## config.mk

```make
export PLATFORM = sky130hd
export DESIGN_NAME = mpfb_filter_binding
export DESIGN_NICKNAME = d
export VERILOG_FILES = /design/src/common/mpfb_pkg.sv /design/src/rtl/mpfb_filter_binding.sv
export VERILOG_INCLUDE_DIRS = /design/src /design/src/common
export SDC_FILE = /design/constraint.sdc
export NUM_CORES = 1
export LEC_CHECK = 0
export ABC_AREA = 1
export BUFFER_PORTS_ARGS = -buffer_cell sky130_fd_sc_hd__buf_2
export CORE_ASPECT_RATIO = 1.75
export CORE_UTILIZATION = 47
export CTS_CLUSTER_SIZE = 16
export DETAILED_ROUTE_END_ITERATION = 8
export MAX_ROUTING_LAYER = met4
export PLACE_DENSITY = 0.81
export SKIP_CTS_REPAIR_TIMING = 1
export SLEW_MARGIN = 10
export SYNTH_ARGS = -nofsm -noshare
export SYNTH_HDL_FRONTEND = slang
export SYNTH_SLANG_ARGS = --single-unit
```

## constraint.sdc

```tcl
create_clock -name sys_clk -period 1.8 [get_ports sys_clk]
set_clock_uncertainty 0.05 [all_clocks]
set_input_delay 0.54 -clock sys_clk [delete_from_list [all_inputs] [get_ports sys_clk]]
set_output_delay 0.54 -clock sys_clk [all_outputs]
set_load 0.02 [all_outputs]
```

## src/common/mpfb_cfg.svh

```systemverilog
`ifndef MPFB_CFG_SVH
`define MPFB_CFG_SVH

// register page and register numbers inside that page
`define MPFB_PAGE 10'h321
`define MPFB_REG_LOW24_LO 7'h2c
`define MPFB_REG_LOW24_HI 7'h2d
`define MPFB_REG_BIND_LO 7'h32
`define MPFB_REG_BIND_HI 7'h33
`define MPFB_REG_SHR_EN 7'h34
`define MPFB_REG_V4_LO 7'h50
`define MPFB_REG_V4_HI 7'h51

// writable bits of the binding word: 9,10,12,14..29,31
`define MPFB_BIND_WMASK 32'hbfffd600
// bits that never take a write: 0..8 unbuilt, 11, 13 and 30
`define MPFB_BIND_RO_MASK 32'h400029ff
`define MPFB_BIND_RST 32'h00000000
`define MPFB_SHR_EN_WMASK 16'h07ff
`define MPFB_SHR_EN_RST 16'h0000
`define MPFB_V4_RST 32'h00000000
`define MPFB_LOW24_RST 24'h000000

// binding bit positions
`define MPFB_B_TCP9 9
`define MPFB_B_TCP10 10
`define MPFB_B_UDP0 12
`define MPFB_B_DHCP6 13
`define MPFB_B_EAPUDP 14
`define MPFB_B_NAMELU 15
`define MPFB_B_FLEX0 16
`define MPFB_B_RANGE 28
`define MPFB_B_ICMP6 29
`define MPFB_B_RMCP 31

`endif

```

## src/common/mpfb_pkg.sv

```systemverilog
package mpfb_pkg;

  // raw filter hits and header fields of one received frame
  typedef struct packed {
    logic tcpPort9Hit;
    logic tcpPort10Hit;
    logic udpPort0Hit;
    logic dhcp6Hit;
    logic eapUdpHit;
    logic nameLookupHit;
    logic [11:0] flexPortHit;
    logic portRangeHit;
    logic icmp6Hit;
    logic rmcpHit;
    logic isIpv6;
    logic [23:0] ipv6Low24;
    logic [10:0] sharedAddrHit;
    logic [10:0] addrValidFlag;
    logic isArp;
    logic isIpv4Req;
    logic [31:0] ipv4Dest;
  } mpfb_frame_s;

  // filter verdicts after binding
  typedef struct packed {
    logic [31:0] passVec;
    logic toMgmtController;
    logic [10:0] sharedAddrRoute;
    logic v4RequestHit;
    logic v4WakeHit;
  } mpfb_verdict_s;

endpackage

```

## src/rtl/mpfb_filter_binding.sv

```systemverilog
`include "mpfb_cfg.svh"

module mpfb_filter_binding
  import mpfb_pkg::*;
#(
  parameter int SHARED_ENTRIES = 11
) (
  // clock and reset
  input wire logic sys_clk,
  input wire logic reset_n,
  // management register port (page-addressed 16-bit words)
  input wire logic [9:0] regPage,
  input wire logic [6:0] regNum,
  input wire logic regWrEn,
  input wire logic regRdEn,
  input wire logic [15:0] regWrData,
  output logic [15:0] regRdData,
  output logic regRdValid,
  // frame from the receive parser
  input wire logic frameValid,
  input wire mpfb_frame_s frameInfo,
  // verdict to the receive path
  output mpfb_verdict_s verdict,
  output logic verdictValid
);

  if (SHARED_ENTRIES < 1 || SHARED_ENTRIES > 11) begin : g_chk
    $error("SHARED_ENTRIES must be 1 to 11");
  end

  // a writable read-only bit would let software bind dhcpv6 or a reserved bit
  localparam logic [31:0] BIND_RO_HIT =
    (`MPFB_BIND_WMASK | `MPFB_BIND_RST) & `MPFB_BIND_RO_MASK;
  if (BIND_RO_HIT != 32'h00000000) begin : g_chk_ro
    $error("binding bits 0-8, 11, 13 and 30 must stay read-only zero");
  end

  logic [31:0] bindWord_r;
  logic [31:0] bindWord_nxt;
  logic [15:0] shrEnable_r;
  logic [15:0] shrEnable_nxt;
  logic [31:0] mgmtV4Addr_r;
  logic [31:0] mgmtV4Addr_nxt;
  logic [23:0] low24Value_r;
  logic [23:0] low24Value_nxt;
  logic [15:0] regRdData_r;
  logic regRdValid_r;
  mpfb_verdict_s verdict_r;
  mpfb_verdict_s verdict_nxt;
  logic verdictValid_r;

  // register decode
  wire pageHit = (regPage == `MPFB_PAGE);
  wire selBindLo = pageHit && (regNum == `MPFB_REG_BIND_LO);
  wire selBindHi = pageHit && (regNum == `MPFB_REG_BIND_HI);
  wire selShrEn = pageHit && (regNum == `MPFB_REG_SHR_EN);
  wire selV4Lo = pageHit && (regNum == `MPFB_REG_V4_LO);
  wire selV4Hi = pageHit && (regNum == `MPFB_REG_V4_HI);
  wire selL24Lo = pageHit && (regNum == `MPFB_REG_LOW24_LO);
  wire selL24Hi = pageHit && (regNum == `MPFB_REG_LOW24_HI);

  // read-only and reserved bits hold their reset value on writes
  wire [31:0] bindWrLo = {bindWord_r[31:16], regWrData};
  wire [31:0] bindWrHi = {regWrData, bindWord_r[15:0]};
  wire [31:0] bindWrSel = selBindLo ? bindWrLo : bindWrHi;
  wire [31:0] bindMasked = (bindWrSel & `MPFB_BIND_WMASK)
                         | (`MPFB_BIND_RST & ~`MPFB_BIND_WMASK);
  assign bindWord_nxt = (regWrEn && (selBindLo || selBindHi))
                      ? bindMasked : bindWord_r;

  assign shrEnable_nxt = (regWrEn && selShrEn)
                       ? (regWrData & `MPFB_SHR_EN_WMASK) : shrEnable_r;

  // low byte of the address is the first byte on the wire
  assign mgmtV4Addr_nxt = !regWrEn ? mgmtV4Addr_r
                        : selV4Lo ? {mgmtV4Addr_r[31:16], regWrData}
                        : selV4Hi ? {regWrData, mgmtV4Addr_r[15:0]}
                        : mgmtV4Addr_r;

  assign low24Value_nxt = !regWrEn ? low24Value_r
                        : selL24Lo ? {low24Value_r[23:16], regWrData}
                        : selL24Hi ? {regWrData[7:0], low24Value_r[15:0]}
                        : low24Value_r;

  // unmapped registers of the page read as zero
  wire [15:0] rdMux = selBindLo ? bindWord_r[15:0]
                    : selBindHi ? bindWord_r[31:16]
                    : selShrEn ? shrEnable_r
                    : selV4Lo ? mgmtV4Addr_r[15:0]
                    : selV4Hi ? mgmtV4Addr_r[31:16]
                    : selL24Lo ? low24Value_r[15:0]
                    : selL24Hi ? {8'h00, low24Value_r[23:16]}
                    : 16'h0000;

  // low24 address compare, only meaningful on ipv6 frames
  wire low24Match = frameInfo.isIpv6
                  && (frameInfo.ipv6Low24 == low24Value_r);

  // raw hits laid out on the binding bit positions
  logic [31:0] rawHit;
  always_comb begin
    rawHit = 32'h00000000;
    rawHit[`MPFB_B_TCP9] = frameInfo.tcpPort9Hit;
    rawHit[`MPFB_B_TCP10] = frameInfo.tcpPort10Hit;
    rawHit[`MPFB_B_UDP0] = frameInfo.udpPort0Hit;
    rawHit[`MPFB_B_DHCP6] = frameInfo.dhcp6Hit;
    rawHit[`MPFB_B_EAPUDP] = frameInfo.eapUdpHit;
    rawHit[`MPFB_B_NAMELU] = frameInfo.nameLookupHit;
    rawHit[`MPFB_B_FLEX0 +: 12] = frameInfo.flexPortHit;
    rawHit[`MPFB_B_RANGE] = frameInfo.portRangeHit;
    rawHit[`MPFB_B_ICMP6] = frameInfo.icmp6Hit;
    rawHit[`MPFB_B_RMCP] = frameInfo.rmcpHit;
  end

  // one gate per binding bit: a set bit adds the low24 condition,
  // a clear bit lets the raw hit through untouched
  logic [31:0] boundPass;
  for (genvar b = 0; b < 32; b++) begin : g_bind
    assign boundPass[b] = rawHit[b]
                        && (!bindWord_r[b] || low24Match);
  end

  // shared address routing, unimplemented entries never route
  logic [10:0] shrRoute;
  for (genvar e = 0; e < 11; e++) begin : g_shr
    if (e < SHARED_ENTRIES) begin : g_on
      assign shrRoute[e] = shrEnable_r[e]
                         && frameInfo.addrValidFlag[e]
                         && frameInfo.sharedAddrHit[e];
    end else begin : g_off
      assign shrRoute[e] = 1'b0;
    end
  end

  // frames are compared against the address as stored, so the parser
  // must present the destination with its first wire byte in bits 7:0
  wire v4Match = (frameInfo.ipv4Dest == mgmtV4Addr_r);
  wire v4Req = v4Match && (frameInfo.isArp || frameInfo.isIpv4Req);
  wire v4Wake = v4Match && !frameInfo.isArp;

  always_comb begin
    verdict_nxt = verdict_r;
    if (frameValid) begin
      verdict_nxt.passVec = boundPass;
      verdict_nxt.sharedAddrRoute = shrRoute;
      verdict_nxt.toMgmtController = |shrRoute;
      verdict_nxt.v4RequestHit = v4Req;
      verdict_nxt.v4WakeHit = v4Wake;
    end
  end

  always_ff @(posedge sys_clk) begin
    if (!reset_n) begin
      bindWord_r <= `MPFB_BIND_RST;
      shrEnable_r <= `MPFB_SHR_EN_RST;
      mgmtV4Addr_r <= `MPFB_V4_RST;
      low24Value_r <= `MPFB_LOW24_RST;
    end else begin
      bindWord_r <= bindWord_nxt;
      shrEnable_r <= shrEnable_nxt;
      mgmtV4Addr_r <= mgmtV4Addr_nxt;
      low24Value_r <= low24Value_nxt;
    end
  end

  always_ff @(posedge sys_clk) begin
    if (!reset_n) begin
      regRdData_r <= 16'h0000;
      regRdValid_r <= 1'b0;
      verdict_r <= '0;
      verdictValid_r <= 1'b0;
    end else begin
      regRdData_r <= regRdEn ? rdMux : regRdData_r;
      regRdValid_r <= regRdEn;
      verdict_r <= verdict_nxt;
      verdictValid_r <= frameValid;
    end
  end

  assign regRdData = regRdData_r;
  assign regRdValid = regRdValid_r;
  assign verdict = verdict_r;
  assign verdictValid = verdictValid_r;

endmodule

```

---- After elaboration in Yosys (flattened, before gate mapping) ----
Index checks and enable logic that the tools add are counted.
word-level totals
  register bits ........................... 140
  word-level logic and storage cells ...... 141
  input port bits ......................... 140
cells by class
  reductions and logical operators ........ 104
  mux-type cells .......................... 9
  bitwise operators ....................... 3
  equality and inequality tests ........... 10
operators by type and width
  operator              number
  $mux 16               8
  $logic_and 1x1->1     54
  $eq 7x6->1 const B    5
  $eq 32x32->1          1
  $eq 24x24->1          1
  $logic_or 1x1->1      22
  $logic_not 1->1       21
  $eq 7x7->1 const B    2
  $reduce_or 11->1      1
  $eq 10x10->1 const B  1
  $mux 8                1
  $reduce_and 2->1      4
  $reduce_and 3->1      2
  $not 1->1             3

---- Logic depth before layout (Yosys ltp) ----
Gate-level depths: netlist of run 1.
  word-level depth ........................ 9
  mapped depth ............................ 13
  depth with buffers taken out ............ 13

---- Worst setup path before layout of run 1 ----
OpenSTA, ideal clock, no wires.
  path type ............................... input port to flip-flop
  start point ............................. input regPage[7]
  end point ............................... register regRdData_r[4] (netlist: regRdData[4])
  required time ........................... 1618 ps
  stages on the path ...................... 10
  setup slack ............................. -59 ps
  library setup time ...................... 132 ps
  data arrival time ....................... 1677 ps
  cell sequence ........................... nor2_1 nand3_1 nor2_4 nand2_1 buf_4 buf_2 nor2_1 nor2_1 nand2_1 a21oi_1
between the ends
  word-level cells in the longest chain between the ends .. 9
ends and longest elaborated chain
  element                            RTL line                    text
  start: declaration                 mpfb_filter_binding.sv:12   input wire logic [9:0] regPage,
  $eq 10x10->1 (no source line) (*)  -
  $logic_and 1x1->1                  mpfb_filter_binding.sv:60   wire selL24Hi = pageHit && (regNum == `MPFB_REG_LOW24_HI);
  $mux 8                             mpfb_filter_binding.sv:92   : selL24Hi ? {8'h00, low24Value_r[23:16]}
  $mux 16                            mpfb_filter_binding.sv:91   : selL24Lo ? low24Value_r[15:0]
  $mux 16                            mpfb_filter_binding.sv:90   : selV4Hi ? mgmtV4Addr_r[31:16]
  $mux 16                            mpfb_filter_binding.sv:89   : selV4Lo ? mgmtV4Addr_r[15:0]
  $mux 16                            mpfb_filter_binding.sv:88   : selShrEn ? shrEnable_r
  $mux 16                            mpfb_filter_binding.sv:87   : selBindHi ? bindWord_r[31:16]
  $mux 16 (*)                        mpfb_filter_binding.sv:86   wire [15:0] rdMux = selBindLo ? bindWord_r[15:0]
  end signal: assignment             mpfb_filter_binding.sv:173  regRdData_r <= regRdEn ? rdMux : regRdData_r;
  end: declaration                   mpfb_filter_binding.sv:46   logic [15:0] regRdData_r;
Every way passes the cells marked *; elsewhere a longest branch is shown, timed or not.
A chain may end at the register's enable or synchronous reset.

---- Worst setup path in the final report of run 1 ----
  start point ............................. input regNum[3]
  end point ............................... register regRdData_r[2] (netlist: regRdData[2])
between the ends
  word-level cells in the longest chain between the ends .. 9
ends and longest elaborated chain
  element                      RTL line                   text
  start: declaration           mpfb_filter_binding.sv:13  input wire logic [6:0] regNum,
  $eq 7x6->1 (no source line)  -
  $logic_and 1x1->1            mpfb_filter_binding.sv:60
  $mux 8                       mpfb_filter_binding.sv:92
  $mux 16                      mpfb_filter_binding.sv:91
  $mux 16                      mpfb_filter_binding.sv:90
  $mux 16                      mpfb_filter_binding.sv:89
  $mux 16                      mpfb_filter_binding.sv:88
  $mux 16                      mpfb_filter_binding.sv:87
  $mux 16 (*)                  mpfb_filter_binding.sv:86
Marked as above.

==> impl_metrics.py, run 1 <==
metrics = {
    "detailed_routing": {
        "top_layer_used": "met4",
        "drtIter0Drc": 576,
        "dr.pass1.iters": 9,
        "post_drt_wl_per_cell_um": 17.6,
        "route.met3.wl_mm": 1.71,
        "wl_met2_mm": 13.0,
        "ant_nets": 0,
        "dr_total_vias": 7783,
        "routed_wl_mm": 25.4,
        "avgViaCountPerCell": 5.40,
        "m1WireLength_mm": 8.56,
        "route.detailed.drc": 4,
    },
    "die": {
        "rows": 59,
        "die_area_um2": 15600,
        "die_w_um": 94.7,
        "ios": 204,
        "start_util_pct": 47.9,
        "die_h_um": 164,
        "fp.coreArea_um2": 14800,
    },
    "critical_path": {
        "worstPathCellList": "buf_2 -> inv_1 -> nand2_2 -> buf_4 -> nor3_4 -> nand2_2 -> buf_4 -> nand3_2 -> nand2_1 -> nand2_1 -> nand2_1 -> nand2_1 -> nand2_1 -> a21oi_1",
        "end_kind": "flop",
        "crit_path_start_kind": "input port",
        "path_max_fanout": 5,
        "cp_top_family": "simple AND/OR/NAND/NOR gates",
        "cp.arrival_ns": 2.01,
        "critPathBufInv": 4,
        "slowest_delay_ns": 0.18,
        "required_ns": 2.10,
        "cp_slowest_cell": "nor3_4",
        "crit_top_cell": "nand2_1",
        "crit_type": "input port to flop",
    },
    "logic_synthesis": {
        "synthCells": 1008,
        "synth.most_common_cell": "nand2_1",
        "synthDistinctLibCells": 32,
        "synth_area_um2": 7070,
        "yosys_most_used_dff": "dfxtp_1",
        "ys_top_cells_by_area": "dfxtp_1 40%, nand2_1 9.2%, a21oi_1 6.6%",
        "seq_area_frac_synth_pct": 39.7,
        "synthArstFlopShare_pct": 0,
        "ys_ff_latch": 140,
        "yosys.area.top_type": "dfxtp_1",
        "synth_edf_count": 0,
        "synth_top_area_share_pct": 39.7,
        "synthTopCellsByCount": "173 x nand2_1, 140 x dfxtp_1, 116 x inv_1, 113 x nor2_1, 93 x a21oi_1",
        "avgSynthCellArea_um2": 7.01,
        "synth_warnings": 0,
    },
    "sta": {
        "slew_viol_final": 0,
        "hold_viol": 0,
        "hold_slack_ns": 0.299,
        "finalSetupTns_ns": 0,
        "finalCritPeriodShare_pct": 94.9,
        "fmax_mhz": 585,
        "period_minus_slack_ns": 1.71,
        "setup_violations": 0,
    },
    "flow_run": {
        "drv_cap": 0,
    },
    "clock_tree": {
        "root_buffer": "clkbuf_16",
        "clock_latency_ns": 0.43,
        "cts_buffers": 17,
        "cts_buffer_depth": 2,
        "htree_levels": 4,
        "path_clk_slew_ns": 0.06,
        "cts_tree": "built",
        "cts.sinks": 140,
    },
    "layout": {
        "area_growth_pct": 32.7,
        "drive_gt1_share_pct": 30.6,
        "ff_latch_area_um2": 2800,
        "layoutNonFillerInstCount": 1442,
        "fill_cells": 1359,
        "final_nets": 1386,
        "multi_input_area_um2": 3620,
        "antenna_cells": 0,
    },
    "global_routing": {
        "track_usage_pct": 33.7,
        "grt_pass1_wl_mm": 37.2,
        "first_global_vias": 7383,
        "antenna_found_initial": 0,
        "grt_overflow": 0,
        "grt_max_degree": 67,
    },
    "pwr": {
        "comb_power_share_pct": 9.6,
        "p_sw_mw": 1.91,
        "p_leak_nw": 4.26,
        "power_frac_seq_pct": 43.1,
        "p_int_mw": 5.42,
        "vdd.ir_drop.worst_mv": 0.642,
        "p_per_area_nw_per_um2": 781,
        "power_switching_share_pct": 26.1,
        "p_clk_share_pct": 47.3,
    },
    "status": {
        "outcome": "finished with violations",
        "violations": "design-rule violations",
    },
    "place": {
        "gp_congestion": 1.02,
        "place_inst": 1408,
        "port_buffers": 192,
        "hpwl_mm": 19.7,
    },
    "hold_path": {
        "hold_path_class": "input port to flop",
    },
}
[power groups by stage]
stage	clock [mW]	sequential, mW	combinational (mW)
after floorplan	0	3.28	0.286
after global placement	0	3.23	0.679
after detailed placement	0	3.23	0.689
after CTS	3.47	3.16	0.692
after global routing	3.61	3.16	0.761
final	3.46	3.16	0.704
[sequential cells by signal, summed over array words and instances, names as in the netlist]
name and flops:
bindWord_r 20, regRdData 16, verdictValid 1, shrEnable_r 11, regRdValid 1, low24Value_r 24, mgmtV4Addr_r 32, verdict 35
[worst paths after layout]
kind                                start                     endpoint  slack (ns)  cells after the start
max                             regNum[3]    regRdData[2]$_SDFFE_PN0P_        0.09                     14
min reg2reg   bindWord_r[10]$_SDFFE_PN0P_  bindWord_r[10]$_SDFFE_PN0P_        0.41                      2
max reg2reg  low24Value_r[9]$_SDFFE_PN0P_     verdict[24]$_SDFFE_PN0P_        0.17                     11
min                         frameInfo[98]     verdict[27]$_SDFFE_PN0P_        0.30                      3
[layout by cell type (no fill, tap or decap), types with 3 or more instances in the layout]
cell type    n
buf_2      192
nand2_1    171
dfxtp_1    140
inv_1      113
nor2_1     101
a21oi_1     92
o21ai_0     75
nand3_1     69
buf_4       62
nor3_1      22
a211oi_2    22
or2_2       17
clkbuf_16   17
o21ai_1     15
xnor2_1     14
xor2_1      12
nor2_2      12
buf_12      12
conb_1      11
nand4_1     10
o22ai_1     10
o211ai_1     8
inv_2        8
nand2_2      8
inv_6        7
and3_1       6
nand3_2      5
nor2_4       5
nand2_4      3
[per-layer routing]
layer  vias up  GRT usage (%)
met4         0           26.4
met1      3525           32.8
met2       377           57.7
met5         -              -
li1       3754              -
met3       127           5.97
[cell type report]
type / instances / area share, %
clock inverter: 13 / 1.37
tap: 183 / 2.44
multi-input combinational: 697 / 38.6
inverter: 123 / 5.03
timing repair buffer: 267 / 17.9
clock buffer: 19 / 4.83
sequential: 140 / 29.9
[kinds of logic (layout without fill, tap and decap cells)]
| kind of cell | after synthesis | in the layout | synth area share (%) |
|---|---|---|---|
| and+or+nand+nor | 434 | 434 | 27.1 |
| AOI/OAI and AO/OA | 226 | 226 | 19.0 |
| buffers and inverters | 181 | 422 | 11.0 |
| DFF | 140 | 140 | 39.7 |
| xor gates and xnor gates | 26 | 26 | 3.22 |
| other | 1 | 11 | 0.0531 |
[per-stage QoR]
| stage | utilization (%) | setup WS [ns] | instance area (um2) | total power [mW] |
|---|---|---|---|---|
| floorplan | - | -0.0442 | 7200 | 3.57 |
| detailed placement | 59.1 | -0.417 | 8720 | 3.92 |
| finish | 63.5 | 0.0914 | 9380 | 7.33 |
| global route | 63.5 | -0.00288 | 9380 | 7.54 |
| CTS | 63.0 | 0.00592 | 9310 | 7.32 |
| global placement | 59.1 | -0.400 | 8720 | 3.91 |
[worst min-delay path: cells and delay by family]
kind | cells | cell delay [ns]
buf+inv | 1 | 0.07
simple gates | 2 | 0.12
Power figures use the tool's default switching activity.
==> run 2: changes to the inputs <==
Settings changed: CORE_UTILIZATION 47 to 49, CTS_BUF_LIST set to sky130_fd_sc_hd__clkbuf_8, PLACE_DENSITY 0.81 to 0.84.
==> impl_metrics.py, run 2 (same netlist as run 1, synthesis figures left out) <==
metrics = {
    "place": {
        "placed_area_um2": 8770,
        "gp_congestion": 0.984,
        "port_buffers": 192,
        "hpwl_mm": 19.9,
        "place_ws_ns": -0.406,
    },
    "global_routing": {
        "track_usage_pct": 35.5,
        "first_global_vias": 7403,
        "antenna_found_initial": 0,
        "grt_max_degree": 67,
        "grt_overflow": 0,
        "grt_pass1_wl_mm": 38.6,
    },
    "critical_path": {
        "crit_top_cell": "nand2_2",
        "end_kind": "flop",
        "path_max_fanout": 6,
        "cp_slowest_cell": "o22ai_1",
        "crit_type": "input port to flop",
        "cp_top_family": "simple AND/OR/NAND/NOR gates",
        "slowest_delay_ns": 0.31,
        "r2r_start": "low24Value_r[17]$_SDFFE_PN0P_",
        "rr_endpoint": "verdict[42]$_SDFFE_PN0P_",
        "required_ns": 2.13,
        "critPathBufInv": 2,
        "rrSetupSlack_ns": 0.10,
        "crit_path_start_kind": "input port",
        "cp.arrival_ns": 2.07,
        "worstPathCellList": "buf_2 -> inv_1 -> nand2_2 -> nor3_4 -> nand2_2 -> o22ai_1 -> nor2_1 -> nand3_1 -> nand2_1 -> a21oi_1",
        "rr_worst_depth": 11,
    },
    "sta": {
        "fmax_mhz": 575,
        "hold_viol": 0,
        "finalCritPeriodShare_pct": 96.7,
        "setup_violations": 0,
        "period_minus_slack_ns": 1.74,
        "slew_viol_final": 0,
        "worst_slack_ns": 0.0594,
        "finalSetupTns_ns": 0,
    },
    "die": {
        "rows": 57,
        "ios": 204,
        "fp.coreArea_um2": 14000,
        "start_util_pct": 50.6,
        "die_h_um": 161,
        "die_w_um": 92.8,
        "die_area_um2": 14900,
    },
    "layout": {
        "antenna_cells": 0,
        "largest_register_ffs": 35,
        "drive_gt1_share_pct": 30.4,
        "layout_commonest_cell": "buf_2",
        "ff_latch_area_um2": 2800,
        "area_growth_pct": 30.3,
        "multi_input_area_um2": 3590,
        "final_nets": 1392,
        "final_cell_mix": "192 x buf_2, 172 x nand2_1, 140 x dfxtp_1, 113 x inv_1, 103 x nor2_1",
        "fill_cells": 1295,
        "stdcell_area_um2": 9210,
    },
    "detailed_routing": {
        "top_layer_used": "met4",
        "routed_wl_mm": 25.4,
        "route.detailed.drc": 0,
        "m1WireLength_mm": 8.96,
        "post_drt_wl_per_cell_um": 17.6,
        "drtIter0Drc": 577,
        "dr_total_vias": 7689,
        "dr.pass1.iters": 6,
        "wl_met2_mm": 13.4,
        "ant_nets": 0,
        "route.met3.wl_mm": 1.30,
        "avgViaCountPerCell": 5.33,
    },
    "status": {
        "outcome": "finished clean",
    },
    "clock_tree": {
        "htree_levels": 4,
        "clock_latency_ns": 0.45,
        "root_buffer": "clkbuf_8",
        "cts_tree": "built",
        "path_clk_slew_ns": 0.08,
        "cts_buffer_depth": 2,
        "cts.sinks": 140,
        "cts_buffers": 17,
    },
    "pwr": {
        "p_leak_nw": 4.19,
        "power.total_mw": 6.43,
        "vdd.ir_drop.worst_mv": 0.565,
        "p_per_area_nw_per_um2": 698,
    },
    "flow_run": {
        "drv_cap": 0,
    },
    "hold_path": {
        "hold_path_class": "input port to flop",
        "hp-start": "frameInfo[98]",
        "hold_path_end": "verdict[27]$_SDFFE_PN0P_",
        "whs_path_depth": 3,
    },
}
-- run 2: worst register-to-register path, cell delays in order (launching register included) --
cell,delay [ns]
dfxtp_1,0.38
inv_1,0.09
nand2_1,0.09
nand4_1,0.15
nor3_2,0.15
nand2_1,0.07
nor2_1,0.10
nand2_1,0.10
buf_12,0.17
nand2_1,0.09
nand3_1,0.06
a21oi_1,0.13
-- run 2: metal layers --
layer	up-vias	global-route usage (%)
li1	3760	-
met1	3501	35.7
met2	327	62.4
met3	101	5.54
met4	0	23.3
met5	-	-
-- run 2: how the worst max path moves through the flow --
stage,cells after the start,start,end
5_1_grt,11,low24Value_r[17]$_SDFFE_PN0P_,verdict[37]$_SDFFE_PN0P_
3_3_place_gp,14,regNum[3],regRdData[1]$_SDFFE_PN0P_
4_1_cts,12,regPage[5],regRdData[4]$_SDFFE_PN0P_
6_report,10,regNum[1],regRdData[4]$_SDFFE_PN0P_
3_5_place_dp,12,regPage[5],regRdData[4]$_SDFFE_PN0P_
2_1_floorplan,10,regPage[5],low24Value_r[11]$_SDFFE_PN0P_
-- run 2: area by class of cell --
cell class	instances	share of cell area (%)
Multi-Input combinational cell	697	39.0
Sequential cell	140	30.4
Timing Repair Buffer	273	18.8
Inverter	123	5.12
Clock buffer	18	2.69
Tap cell	177	2.40
Clock inverter	14	1.60
-- run 2: per-stage QoR --
stage / util [%] / hold WS (ns) / instances
floorplan: - / 0.384 / 1018
global placement: 62.8 / 0.400 / 1406
detailed placement: 62.8 / 0.402 / 1406
CTS: 65.6 / 0.258 / 1438
global route: 65.9 / 0.251 / 1442
finish: 65.9 / 0.267 / 1442
-- run 2: report_power, final --
group	switching (mW)	leakage (nW)	internal, mW
registers	0.0205	1.13	3.14
clock network	1.38	0.193	1.18
logic	0.439	2.86	0.278
